[src/iep_pkg.sv]
package iep_pkg;
    // register byte offsets
    localparam logic [11:0] PORT_CTRL_OFS = 12'h010;
    localparam logic [11:0] CHAN_DATA_OFS = 12'h020;
    // port control: software-written bits
    localparam int CB_REV = 0;
    localparam int CB_EPP = 1;
    localparam int CB_INIT = 2;
    localparam int CB_HSEL = 3;
    localparam int CB_DMA_REQUEST_ENABLE = 4;
    localparam int CB_IRQE = 5;
    localparam int CB_AFD = 6;
    localparam int CB_STRB = 8;
    localparam int STRB_W = 5;
    localparam logic [15:0] CTRL_RST = 16'h014C;
    // port control: read-only state bits
    localparam int SB_IBR = 16;
    localparam int SB_CNT = 17;
    localparam int SB_CMD = 20;
    localparam int SB_TO = 21;
    localparam int SB_PE = 24;
    localparam int SB_PSEL = 25;
    localparam int SB_FAULT = 26;
    localparam int SB_BUSY = 27;
    localparam int SB_ACK = 28;
    localparam int SB_EPPB = 29;
    // strobe width step and character timer
    localparam int CLK_NS = 40;
    localparam int STEP_NS = 500;
    localparam int STEP_CYC = (STEP_NS + CLK_NS - 1) / CLK_NS;
    localparam int TO_MULT = 10;
    localparam int TMR_W = 12;
    localparam int RX_BYTES = 4;

    typedef struct packed {
        logic ackN;
        logic busy;
        logic pe;
        logic pSel;
        logic faultN;
        logic [7:0] data;
    } iep_pin_in_t;

    typedef struct packed {
        logic strobeN;
        logic autofdN;
        logic hostSelN;
        logic initN;
        logic dataOe;
        logic [7:0] data;
    } iep_pin_out_t;

    typedef enum logic [3:0] {
        EPP_IDLE = 4'b0001,
        EPP_WNB = 4'b0010,
        EPP_WB = 4'b0100,
        EPP_FIN = 4'b1000
    } iep_epp_st_t;
endpackage : iep_pkg

[src/iep_port_host.sv]
// Operation
// - Software lowers INIT and sets reverse select; hardware then handles inbound bytes.
// - Software raises INIT, waits for PE high, then clears reverse select.
// - STROBE stays high throughout reverse mode.
// - INIT output follows its control bit statically; host select follows its bit outside EPP mode.
// - PE, peripheral select and FAULT levels are readable in port control.
// - AUTOFD goes high after ACK falls, low again after ACK rises.
// - Bytes pack into data register; ready flag at four bytes or close.
// - Ready flag drives interrupt and DMA request, each when its enable bit is set.
// - BUSY low marks command byte: stored, buffer closed, command flag set.
// - Command flag clears on a data register read.
// - Character timer at ten strobe widths sets ready and timeout flags.
// - Timer idle until a byte is held; restarts on every byte.
// - Close flags go out as descriptor status bits 15 and 14.
// - EPP cycles stall the bus with wait states until handshake ends.
// - EPP accepts only single byte at its lane; otherwise an error.
// - EPP data write: data, STROBE low, AUTOFD after BUSY low, wait.
// - EPP data read: STROBE high, AUTOFD handshake, latch on release.
// - EPP address write uses host select instead of AUTOFD.
// - EPP address read uses host select, latching data on release.
//
// Chosen here: the address map and register access over APB.
module iep_port_host
    import iep_pkg::*;
#(
    parameter int LANE_DATA = 0,
    parameter int LANE_ADDR = 1
) (
    input wire logic mclk,
    input wire logic rst,
    input wire logic ce,
    input wire logic psel,
    input wire logic penable,
    input wire logic pwrite,
    input wire logic [11:0] paddr,
    input wire logic [31:0] pwdata,
    input wire logic [3:0] pstrb,
    output logic [31:0] prdata,
    output logic pready,
    output logic pslverr,
    input wire iep_pin_in_t pinIn,
    output iep_pin_out_t pinOut,
    output logic inboundIrq,
    output logic dmaReq,
    output logic [1:0] dmaCloseStat
);
    if (LANE_DATA == LANE_ADDR || LANE_DATA > 3 || LANE_ADDR > 3 || LANE_DATA < 0 || LANE_ADDR < 0)
        $error("lane parameters must be distinct and 0..3");

    localparam logic [1:0] LD = 2'(LANE_DATA);
    localparam logic [1:0] LA = 2'(LANE_ADDR);

    logic [12:0] sync1_r;
    logic [12:0] sync2_r;
    iep_pin_in_t pinS;
    logic [15:0] ctrl_r;
    logic [31:0] buf_r;
    logic [2:0] cnt_r;
    logic ibr_r;
    logic cmd_r;
    logic to_r;
    logic revAfdN_r;
    logic [TMR_W-1:0] tmr_r;
    logic [TMR_W-1:0] tmrLimit;
    logic [STRB_W-1:0] units;
    iep_epp_st_t st_r;
    logic eppAddr_r;
    logic eppWr_r;
    logic [7:0] eppRd_r;
    logic [31:0] prdata_r;
    logic pready_r;
    logic pslverr_r;
    iep_pin_out_t pin_r;
    logic irq_r;
    logic dmaReq_r;
    logic [1:0] close_r;

    logic acc;
    logic hitCtrl;
    logic hitData;
    logic eppMode;
    logic revOn;
    logic eppHit;
    logic laneOk;
    logic isAddrLane;
    logic [1:0] lane;
    logic dataRead;
    logic accept;
    logic [31:0] ctrlRd;

    // two-flop synchroniser on every pin input
    always_ff @(posedge mclk or posedge rst) begin
        if (rst) begin
            sync1_r <= 13'h1FFF;
            sync2_r <= 13'h1FFF;
        end else if (ce) begin
            sync1_r <= pinIn;
            sync2_r <= sync1_r;
        end
    end
    assign pinS = sync2_r;

    assign acc = psel & penable & ~pready_r;
    assign hitCtrl = paddr[11:2] == PORT_CTRL_OFS[11:2];
    assign hitData = paddr[11:2] == CHAN_DATA_OFS[11:2];
    assign eppMode = ctrl_r[CB_EPP];
    assign revOn = ctrl_r[CB_REV] & ~eppMode;
    assign eppHit = acc & hitData & eppMode;
    // writes select the lane by strobes, reads by address
    always_comb begin
        lane = paddr[1:0];
        laneOk = 1'b0;
        if (pwrite) begin
            laneOk = pstrb == (4'h1 << LD) || pstrb == (4'h1 << LA);
            lane = (pstrb == (4'h1 << LA)) ? LA : LD;
        end else begin
            laneOk = paddr[1:0] == LD || paddr[1:0] == LA;
        end
    end
    assign isAddrLane = lane == LA;
    assign dataRead = acc & hitData & ~eppMode & ~pwrite;
    assign accept = revOn & ~pinS.ackN & ~revAfdN_r & ~ibr_r & ~dataRead;
    assign units = (ctrl_r[CB_STRB +: STRB_W] == '0) ? STRB_W'(1) : ctrl_r[CB_STRB +: STRB_W];
    assign tmrLimit = TMR_W'(TO_MULT * STEP_CYC) * TMR_W'(units);

    always_comb begin
        ctrlRd = 32'h0;
        ctrlRd[15:0] = ctrl_r;
        ctrlRd[SB_IBR] = ibr_r;
        ctrlRd[SB_CNT +: 3] = cnt_r;
        ctrlRd[SB_CMD] = cmd_r;
        ctrlRd[SB_TO] = to_r;
        ctrlRd[SB_PE] = pinS.pe;
        ctrlRd[SB_PSEL] = pinS.pSel;
        ctrlRd[SB_FAULT] = pinS.faultN;
        ctrlRd[SB_BUSY] = pinS.busy;
        ctrlRd[SB_ACK] = pinS.ackN;
        ctrlRd[SB_EPPB] = st_r != EPP_IDLE;
    end

    // APB slave
    always_ff @(posedge mclk or posedge rst) begin
        if (rst) begin
            ctrl_r <= CTRL_RST;
            prdata_r <= 32'h0;
            pready_r <= 1'b0;
            pslverr_r <= 1'b0;
        end else if (ce) begin
            pready_r <= 1'b0;
            pslverr_r <= 1'b0;
            if (acc) begin
                if (eppHit && laneOk) begin
                    if (st_r == EPP_FIN) begin
                        pready_r <= 1'b1;
                        prdata_r <= 32'h0;
                        prdata_r[8*lane +: 8] <= eppWr_r ? 8'h00 : eppRd_r;
                    end
                end else if (eppHit) begin
                    pready_r <= 1'b1;
                    pslverr_r <= 1'b1;
                    prdata_r <= 32'h0;
                end else if (hitCtrl) begin
                    pready_r <= 1'b1;
                    prdata_r <= ctrlRd;
                    if (pwrite) begin
                        if (pstrb[0]) ctrl_r[7:0] <= pwdata[7:0];
                        if (pstrb[1]) ctrl_r[15:8] <= pwdata[15:8];
                    end
                end else if (hitData) begin
                    pready_r <= 1'b1;
                    prdata_r <= pwrite ? 32'h0 : buf_r;
                end else begin
                    pready_r <= 1'b1;
                    pslverr_r <= 1'b1;
                    prdata_r <= 32'h0;
                end
            end
        end
    end

    // reverse channel receive, packing and character timer
    always_ff @(posedge mclk or posedge rst) begin
        if (rst) begin
            buf_r <= 32'h0;
            cnt_r <= 3'h0;
            ibr_r <= 1'b0;
            cmd_r <= 1'b0;
            to_r <= 1'b0;
            revAfdN_r <= 1'b0;
            tmr_r <= '0;
        end else if (ce) begin
            if (dataRead) begin
                cnt_r <= 3'h0;
                ibr_r <= 1'b0;
                cmd_r <= 1'b0;
                to_r <= 1'b0;
                tmr_r <= '0;
            end else if (accept) begin
                buf_r[8*cnt_r[1:0] +: 8] <= pinS.data;
                cnt_r <= cnt_r + 3'h1;
                revAfdN_r <= 1'b1;
                tmr_r <= '0;
                if (cnt_r == 3'(RX_BYTES - 1)) ibr_r <= 1'b1;
                if (!pinS.busy) begin
                    cmd_r <= 1'b1;
                    ibr_r <= 1'b1;
                end
            end else if (revOn && cnt_r != 3'h0 && !ibr_r) begin
                tmr_r <= tmr_r + 1'b1;
                if (tmr_r + 1'b1 >= tmrLimit) begin
                    ibr_r <= 1'b1;
                    to_r <= 1'b1;
                end
            end
            if (!revOn) begin
                revAfdN_r <= 1'b0;
            end else if (revAfdN_r && pinS.ackN) begin
                revAfdN_r <= 1'b0;
            end
        end
    end

    // pins and EPP handshake engine
    always_ff @(posedge mclk or posedge rst) begin
        if (rst) begin
            st_r <= EPP_IDLE;
            eppAddr_r <= 1'b0;
            eppWr_r <= 1'b0;
            eppRd_r <= 8'h00;
            pin_r <= '{strobeN: 1'b1, autofdN: 1'b1, hostSelN: 1'b1,
                       initN: 1'b1, dataOe: 1'b0, data: 8'h00};
        end else if (ce) begin
            pin_r.initN <= ctrl_r[CB_INIT];
            if (!eppMode) begin
                st_r <= EPP_IDLE;
                pin_r.strobeN <= 1'b1;
                pin_r.hostSelN <= ctrl_r[CB_HSEL];
                pin_r.autofdN <= revOn ? revAfdN_r : ctrl_r[CB_AFD];
                pin_r.dataOe <= 1'b0;
            end else begin
                case (st_r)
                    EPP_IDLE: begin
                        pin_r.strobeN <= 1'b1;
                        pin_r.autofdN <= 1'b1;
                        pin_r.hostSelN <= 1'b1;
                        pin_r.dataOe <= 1'b0;
                        if (eppHit && laneOk) begin
                            eppAddr_r <= isAddrLane;
                            eppWr_r <= pwrite;
                            pin_r.data <= pwdata[8*lane +: 8];
                            pin_r.dataOe <= pwrite;
                            pin_r.strobeN <= ~pwrite;
                            st_r <= EPP_WNB;
                        end
                    end
                    EPP_WNB: begin
                        if (!pinS.busy) begin
                            if (eppAddr_r) pin_r.hostSelN <= 1'b0;
                            else pin_r.autofdN <= 1'b0;
                            st_r <= EPP_WB;
                        end
                    end
                    EPP_WB: begin
                        if (pinS.busy) begin
                            pin_r.hostSelN <= 1'b1;
                            pin_r.autofdN <= 1'b1;
                            eppRd_r <= pinS.data;
                            st_r <= EPP_FIN;
                        end
                    end
                    EPP_FIN: begin
                        pin_r.strobeN <= 1'b1;
                        pin_r.dataOe <= 1'b0;
                        st_r <= EPP_IDLE;
                    end
                    default: st_r <= EPP_IDLE;
                endcase
            end
        end
    end

    // interrupt, DMA request and descriptor close status
    always_ff @(posedge mclk or posedge rst) begin
        if (rst) begin
            irq_r <= 1'b0;
            dmaReq_r <= 1'b0;
            close_r <= 2'b00;
        end else if (ce) begin
            irq_r <= ibr_r & ctrl_r[CB_IRQE];
            dmaReq_r <= ibr_r & ctrl_r[CB_DMA_REQUEST_ENABLE];
            close_r <= {cmd_r, to_r};
        end
    end

    assign prdata = prdata_r;
    assign pready = pready_r;
    assign pslverr = pslverr_r;
    assign pinOut = pin_r;
    assign inboundIrq = irq_r;
    assign dmaReq = dmaReq_r;
    assign dmaCloseStat = close_r;
endmodule : iep_port_host

[config.mk]
export PLATFORM = sky130hd
export DESIGN_NAME = iep_port_host
export DESIGN_NICKNAME = d
export VERILOG_FILES = /design/src/iep_pkg.sv /design/src/iep_port_host.sv
export SDC_FILE = /design/constraint.sdc
export NUM_CORES = 1
export LEC_CHECK = 0
export CAP_MARGIN = 20
export CELL_PAD_IN_SITES_DETAIL_PLACEMENT = 1
export CELL_PAD_IN_SITES_GLOBAL_PLACEMENT = 2
export CORE_ASPECT_RATIO = 1.5
export CORE_MARGIN = 2
export CORE_UTILIZATION = 25
export CTS_BUF_LIST = sky130_fd_sc_hd__clkbuf_16
export DETAILED_ROUTE_END_ITERATION = 12
export DONT_BUFFER_PORTS = 1
export PLACE_DENSITY = 0.5
export SYNTH_ARGS = -nofsm -noshare
export SYNTH_HDL_FRONTEND = slang
export SYNTH_SLANG_ARGS = --single-unit
[constraint.sdc]
create_clock -name mclk -period 11 [get_ports mclk]
set_clock_uncertainty 0.2 [all_clocks]
set_input_delay 0.55 -clock mclk [delete_from_list [all_inputs] [get_ports mclk]]
set_output_delay 0.55 -clock mclk [all_outputs]
set_load 0.01 [all_outputs]
After elaboration in Yosys (flattened, before gate mapping)
Cells that the tools add are included.
W data, S select, Z words.
{ "op_classes": {"add_sub_neg": 4, "n_mul": 1, "n_lt_le_gt_ge": 1, "eq_ne": 25, "shift": 5, "muxes": 57, "n_bitwise": 23, "reduce_logical": 31} }
{ "op_table": {"columns": ["cell", "n"], "rows": [
  ["$mux W32", 6],
  ["$neg A5 Y34", 2],
  ["$shift A8 B34 Y32 const A", 2],
  ["$shiftx A8 B34 Y32", 2],
  ["$mux W12", 3],
  ["$and A32 B32 Y32", 1],
  ["$bwmux W32", 1],
  ["$shiftx A32 B6 Y8", 1],
  ["$mux W1", 30],
  ["$reduce_and A4 Y1", 5],
  ["$mux W4", 4],
  ["$ne A3 B3 Y1 const B", 5],
  ["$reduce_and A7 Y1", 2],
  ["$and A1 B1 Y1", 13],
  ["$add A12 B1 Y12 const B", 1],
  ["$ge A12 B12 Y1", 1],
  ["$pmux W4 S3", 1],
  ["$reduce_and A3 Y1", 4],
  ["$mul A7 B5 Y11 const A", 1],
  ["$eq A10 B3 Y1 const B", 1],
  ["$eq A10 B4 Y1 const B", 1],
  ["$reduce_and A5 Y1", 2],
  ["$mux W3", 3],
  ["$mux W9", 1],
  ["27 further kinds", 54]
]} }
{ "totals": {"regBits": 158, "in_bits": 67, "output_inout_bits": 51, "word_cells": 174} }

Logic depth before layout (Yosys ltp)
{ "logic_depth": {"ltp_word": 11, "depth_mapped": 11, "mapped_depth_nobuf": 11} }

Worst setup path before layout
Ideal clock, no wire load.
{ "synth_timing": {"path_kind": "input port to flip-flop", "from": "input port pwrite", "to": "register prdata_r[30], in the netlist prdata[30]", "t_arrival_ns": 2.731, "required_time_ns": 10.723, "setup_slack_ns": 7.993, "stages": 9, "path_buffers": 2, "cell_sequence": "buf_1 > mux2i_1 > clkbuf_1 > ha_1 > nor4bb_1 > a41oi_1 > nor4_4 > a22oi_1 > o21ai_1"} }
{ "synth_between": {"elab_chain_cells": 6, "word_cells_on_any_way": 15, "classes_between": "add/sub: 1; eq/ne: 1; shift: 2; mux: 8; bitwise: 1; reduce/logical: 2"} }
{ "synth_lines": {"columns": ["element", "line_no", "rtl"], "rows": [
  ["start, declared", "iep_port_host.sv:34", "input wire logic pwrite,"],
  ["$mux W2", "iep_port_host.sv:113", "if (pwrite) begin"],
  ["$neg A5 Y34", "iep_port_host.sv:156", "prdata_r[8*lane +: 8] <= eppWr_r ? 8'h00 : eppRd_r;"],
  ["$shiftx A8 B34 Y32 or $shift A8 B34 Y32 (tied branches)", "iep_port_host.sv:156", null],
  ["$and A32 B32 Y32 (no line)", null, null],
  ["$mux W32", "iep_port_host.sv:153", "if (st_r == EPP_FIN) begin"],
  ["$mux W32", "iep_port_host.sv:152", "if (eppHit && laneOk) begin"],
  ["end signal, assigned by index", "iep_port_host.sv:156", null],
  ["end signal, assigned", "iep_port_host.sv:164", "prdata_r <= ctrlRd;"],
  ["end signal, assigned", "iep_port_host.sv:171", "prdata_r <= pwrite ? 32'h0 : buf_r;"],
  ["end, declared", "iep_port_host.sv:70", "logic [31:0] prdata_r;"]
]} }
Several ways; a longest one is shown, not always the timed one. The select of a mux whose other input is x is not followed.
A chain may end at the register's enable or synchronous reset.

Final worst setup path
{ "layout_timing": {"from": "register ctrl_r[1]", "to": "register pin_r (netlist bit pinOut[6])"} }
{ "layout_between": {"elab_chain_cells": 3} }
{ "layout_lines": {"columns": ["element", "line_no", "rtl"], "rows": [
  ["start, declared", "iep_port_host.sv:56", "logic [15:0] ctrl_r;"],
  ["start signal, assigned", "iep_port_host.sv:166", "if (pstrb[0]) ctrl_r[7:0] <= pwdata[7:0];"],
  ["$and A1 B1 Y1", "iep_port_host.sv:108", "assign eppHit = acc & hitData & eppMode;"],
  ["$logic_and A1 B1 Y1", "iep_port_host.sv:247", "if (eppHit && laneOk) begin"],
  ["$reduce_and A4 Y1 (no line) (*)", null, null],
  ["end signal, assigned", "iep_port_host.sv:230", "pin_r <= '{strobeN: 1'b1, autofdN: 1'b1, hostSelN: 1'b1,"],
  ["end, declared", "iep_port_host.sv:73", "iep_pin_out_t pin_r;"]
]} }
Mark *: on every way between the ends. The rest lies on a longest branch, timed or not.

==> flow_summary_export.csv <==
group,metric,value,unit
critical_path,r2r_start,"ctrl_r[1]$_DFFE_PP0P_",
floorplanning,core,0.0316,mm2
clock_network,htreeDepth,4,
power,power_leakage,3.75,nW
hold_path,hold_class,"in2reg",
global_routing,track_usage,0.154,
floorplanning,initial_core_util,0.252,
route,dr.first_iter.drc_count,254,
critical_path,ff2ff_setup_slack,7.79,ns
synthesis,synth_area_per_cell,10.7,um2
global_routing,antenna_found_initial,0,
placed_design,port_buffers,0,
timing,finalCritPeriodShare,0.292,
power,power,0.00132,W
clock_network,holdBufCountCts,2,
timing,setup_viol,0,
placed_design,place_inst,1116,
clock_network,clock_path_buffers,2,
timing,slew_headroom,0.287,
status,outcome,"completed",
route,drcViolationCount,0,
hold_path,whs_endpoint,"ctrl_r[15]$_DFFE_PP0P_",
clock_network,postCtsSetupBuffers,0,
clock_network,clk_latency,0.45,ns
synthesis,seq_area_frac_synth,0.501,
clock_network,cts_tree,"yes",
layout,finalCoreUtilization,0.285,
timing,hold_viol,0,
global_routing,grt_overflow,0,
floorplanning,die_h,223,um
critical_path,startpoint,"ctrl_r[1]$_DFFE_PP0P_",
clock_network,cts_root_buffer,"clkbuf_16",
route,wl,24600,um
critical_path,worstSetupPathType,"reg2reg",
layout,instances_no_fill,1151,
global_routing,grt_max_degree,93,
critical_path,crit_required,11.12,ns
synthesis,synth-seq-cells,158,
timing,slew_violations,0,
layout,nNetsFinal,817,
synthesis,synthCells,744,
global_routing,grt_pass1_vias,6227,
synthesis,dominantRegCellSynth,"dfrtp_1",
synthesis,synth_area,0.00799,mm2
synthesis,synth_edf_count,0,
timing,hold_slack,0.0447,ns
global_routing,grt_pass1_wl,38400,um
route,viasPerCell,4.92,
route,ant_nets,0,
timing,rsz0062_at_grt,"no",
floorplanning,row_count,80,
hold_path,min_from,"pwdata[15]",
critical_path,worst-endpoint-arrival,3.33,ns
power,p_per_area,146,mW/mm2
layout,drive_gt1_frac,0.224,
layout,fillerInstances,3600,
critical_path,end_kind,"flip-flop",
synthesis,synth_nets,833,
layout,n_antenna_cell,0,
layout,area_delta_synth_final,12.8,%
critical_path,r2r_cells,4,
timing,fmax,0.312,GHz
critical_path,worst_r2r_endpoint,"pinOut[6]$_DFFE_PP0P_",
floorplanning,die_area,0.0334,mm2
clock_network,cts_buffers,17,
clock_network,cts_resized,0,
synthesis,yosysWarnings,0,
route,dr.pass1.iters,4,
timing,period_needed,3.21,ns
clock_network,clock_sinks,158,
clock_network,clk_pin_slew,0.07,ns
critical_path,critPathMaxFanout,16,
route,via_count,5667,
flow_run,maxCapViolations,0,
synthesis,async_reset_ff_frac,1.00,
timing,fin_setup_tns,0,ns
hold_path,hold_depth,1,
power,max-vdd-ir-drop,102,uV
synthesis,ys_types,65,
critical_path,critPathLaunchType,"flip-flop",
placed_design,place.gp.congestion,0.797,
route,wl_per_cell,21.4,um
floorplanning,ios,118,
timing,worstMarginPinSlew,1.07,ns
placed_design,place_hpwl,18400,um
floorplanning,die_w,150,um
stage by stage:
step | instance area [um2] | worst slack [ns]
after CTS | 9000 | 7.73
after floorplan | 7990 | 6.04
after global routing | 9010 | 7.51
after global placement | 8340 | 7.45
after detailed placement | 8340 | 7.32
final | 9010 | 7.79
Yosys cell counts, types with 9 or more instances:
master	number	area [um2]
a22oi_1	16	120
nand3_1	13	65.1
dfrtp_1	123	3080
clkbuf_1	25	93.8
nand2_1	116	435
mux2_2	72	811
inv_1	29	109
a22o_1	32	280
ha_1	22	275
nor2_1	9	33.8
o21ai_0	53	265
a32oi_1	17	149
dfstp_2	35	920
a21oi_1	11	55.1
o21ai_1	23	115
o21ai_2	10	87.6
routing by layer:
layer / global-route usage / up-vias / share of wire
met5: 0 / - / 0
li1: - / 2657 / -
met1: 0.184 / 2883 / 0.42
met3: 0.0354 / 25 / 0.041
met2: 0.268 / 102 / 0.52
met4: 0.0575 / 0 / 0.023
cell families (layout without fill, tap and decap cells):
group,after synthesis,after routing,share of synthesized area
flip-flops,158,158,0.501
AND/OR/NAND/NOR,217,217,0.144
buffers and inverters,73,70,0.0407
AO/OA/AOI/OAI,190,190,0.165
adder cells (fa/ha/maj),22,22,0.0345
multiplexers,73,73,0.103
XOR/XNOR,11,11,0.0121
sequential cells by signal, summed over array words and instances, names as in the netlist:
register	count
revAfdN_r	1
buf_r	32
cmd_r	1
dmaCloseStat	2
eppAddr_r	1
cnt_r	3
pinS	13
st_r	4
ibr_r	1
dmaReq	1
to_r	1
pready	1
inboundIrq	1
sync1_r	13
tmr_r	12
prdata	32
pslverr	1
ctrl_r	16
pinOut	13
eppRd_r	8
eppWr_r	1
critical path, stage by stage (launching register included):
cell and delay, ns:
dfrtp_1 0.73, nand4b_1 0.17, nor4_1 0.65, nand4_1 0.81, mux2_2 0.53
placed cells by master, fill, tap and decap left out, drive strengths merged, types with 5 or more instances in the layout:
master    n
inv      33
ha       22
nand3    13
a21oi    11
mux2     72
and2b     7
nor4      7
nor3b     7
nand2   116
dfstp    35
a32oi    17
buf       6
a22oi    16
nor2b     8
dfrtp   123
nand4     8
clkbuf   22
a22o     32
nor2      9
and2      5
xnor2     8
o21ai    86
nor3      6
power breakdown:
group          switching, W  internal (W)
clock network      0.000254      0.000388
registers         0.0000206      0.000604
logic             0.0000308     0.0000202
cell type report:
class	instances	area [um2]	share of cell area
clock buffers	21	526	0.0583
repair buffers	9	72.6	0.00806
inverters	29	114	0.0126
clock inverters	11	119	0.0132
multi-input cells	513	3670	0.407
flip-flops and latches	158	4000	0.444
well taps	410	513	0.0569
how the worst max path moves through the flow:
| stage | endpoint | slack, ns |
|---|---|---|
| finish | pinOut[6]$_DFFE_PP0P_ | 7.79 |
| global route | prdata[8]$_DFFE_PP0P_ | 7.51 |
| global placement | eppAddr_r$_DFFE_PP0P_ | 7.45 |
| CTS | pinOut[6]$_DFFE_PP0P_ | 7.73 |
| floorplan | buf_r[0]$_DFFE_PP0P_ | 6.04 |
| detailed placement | prdata[13]$_DFFE_PP0P_ | 7.32 |
Note: power is estimated with default switching activity, not from simulation.
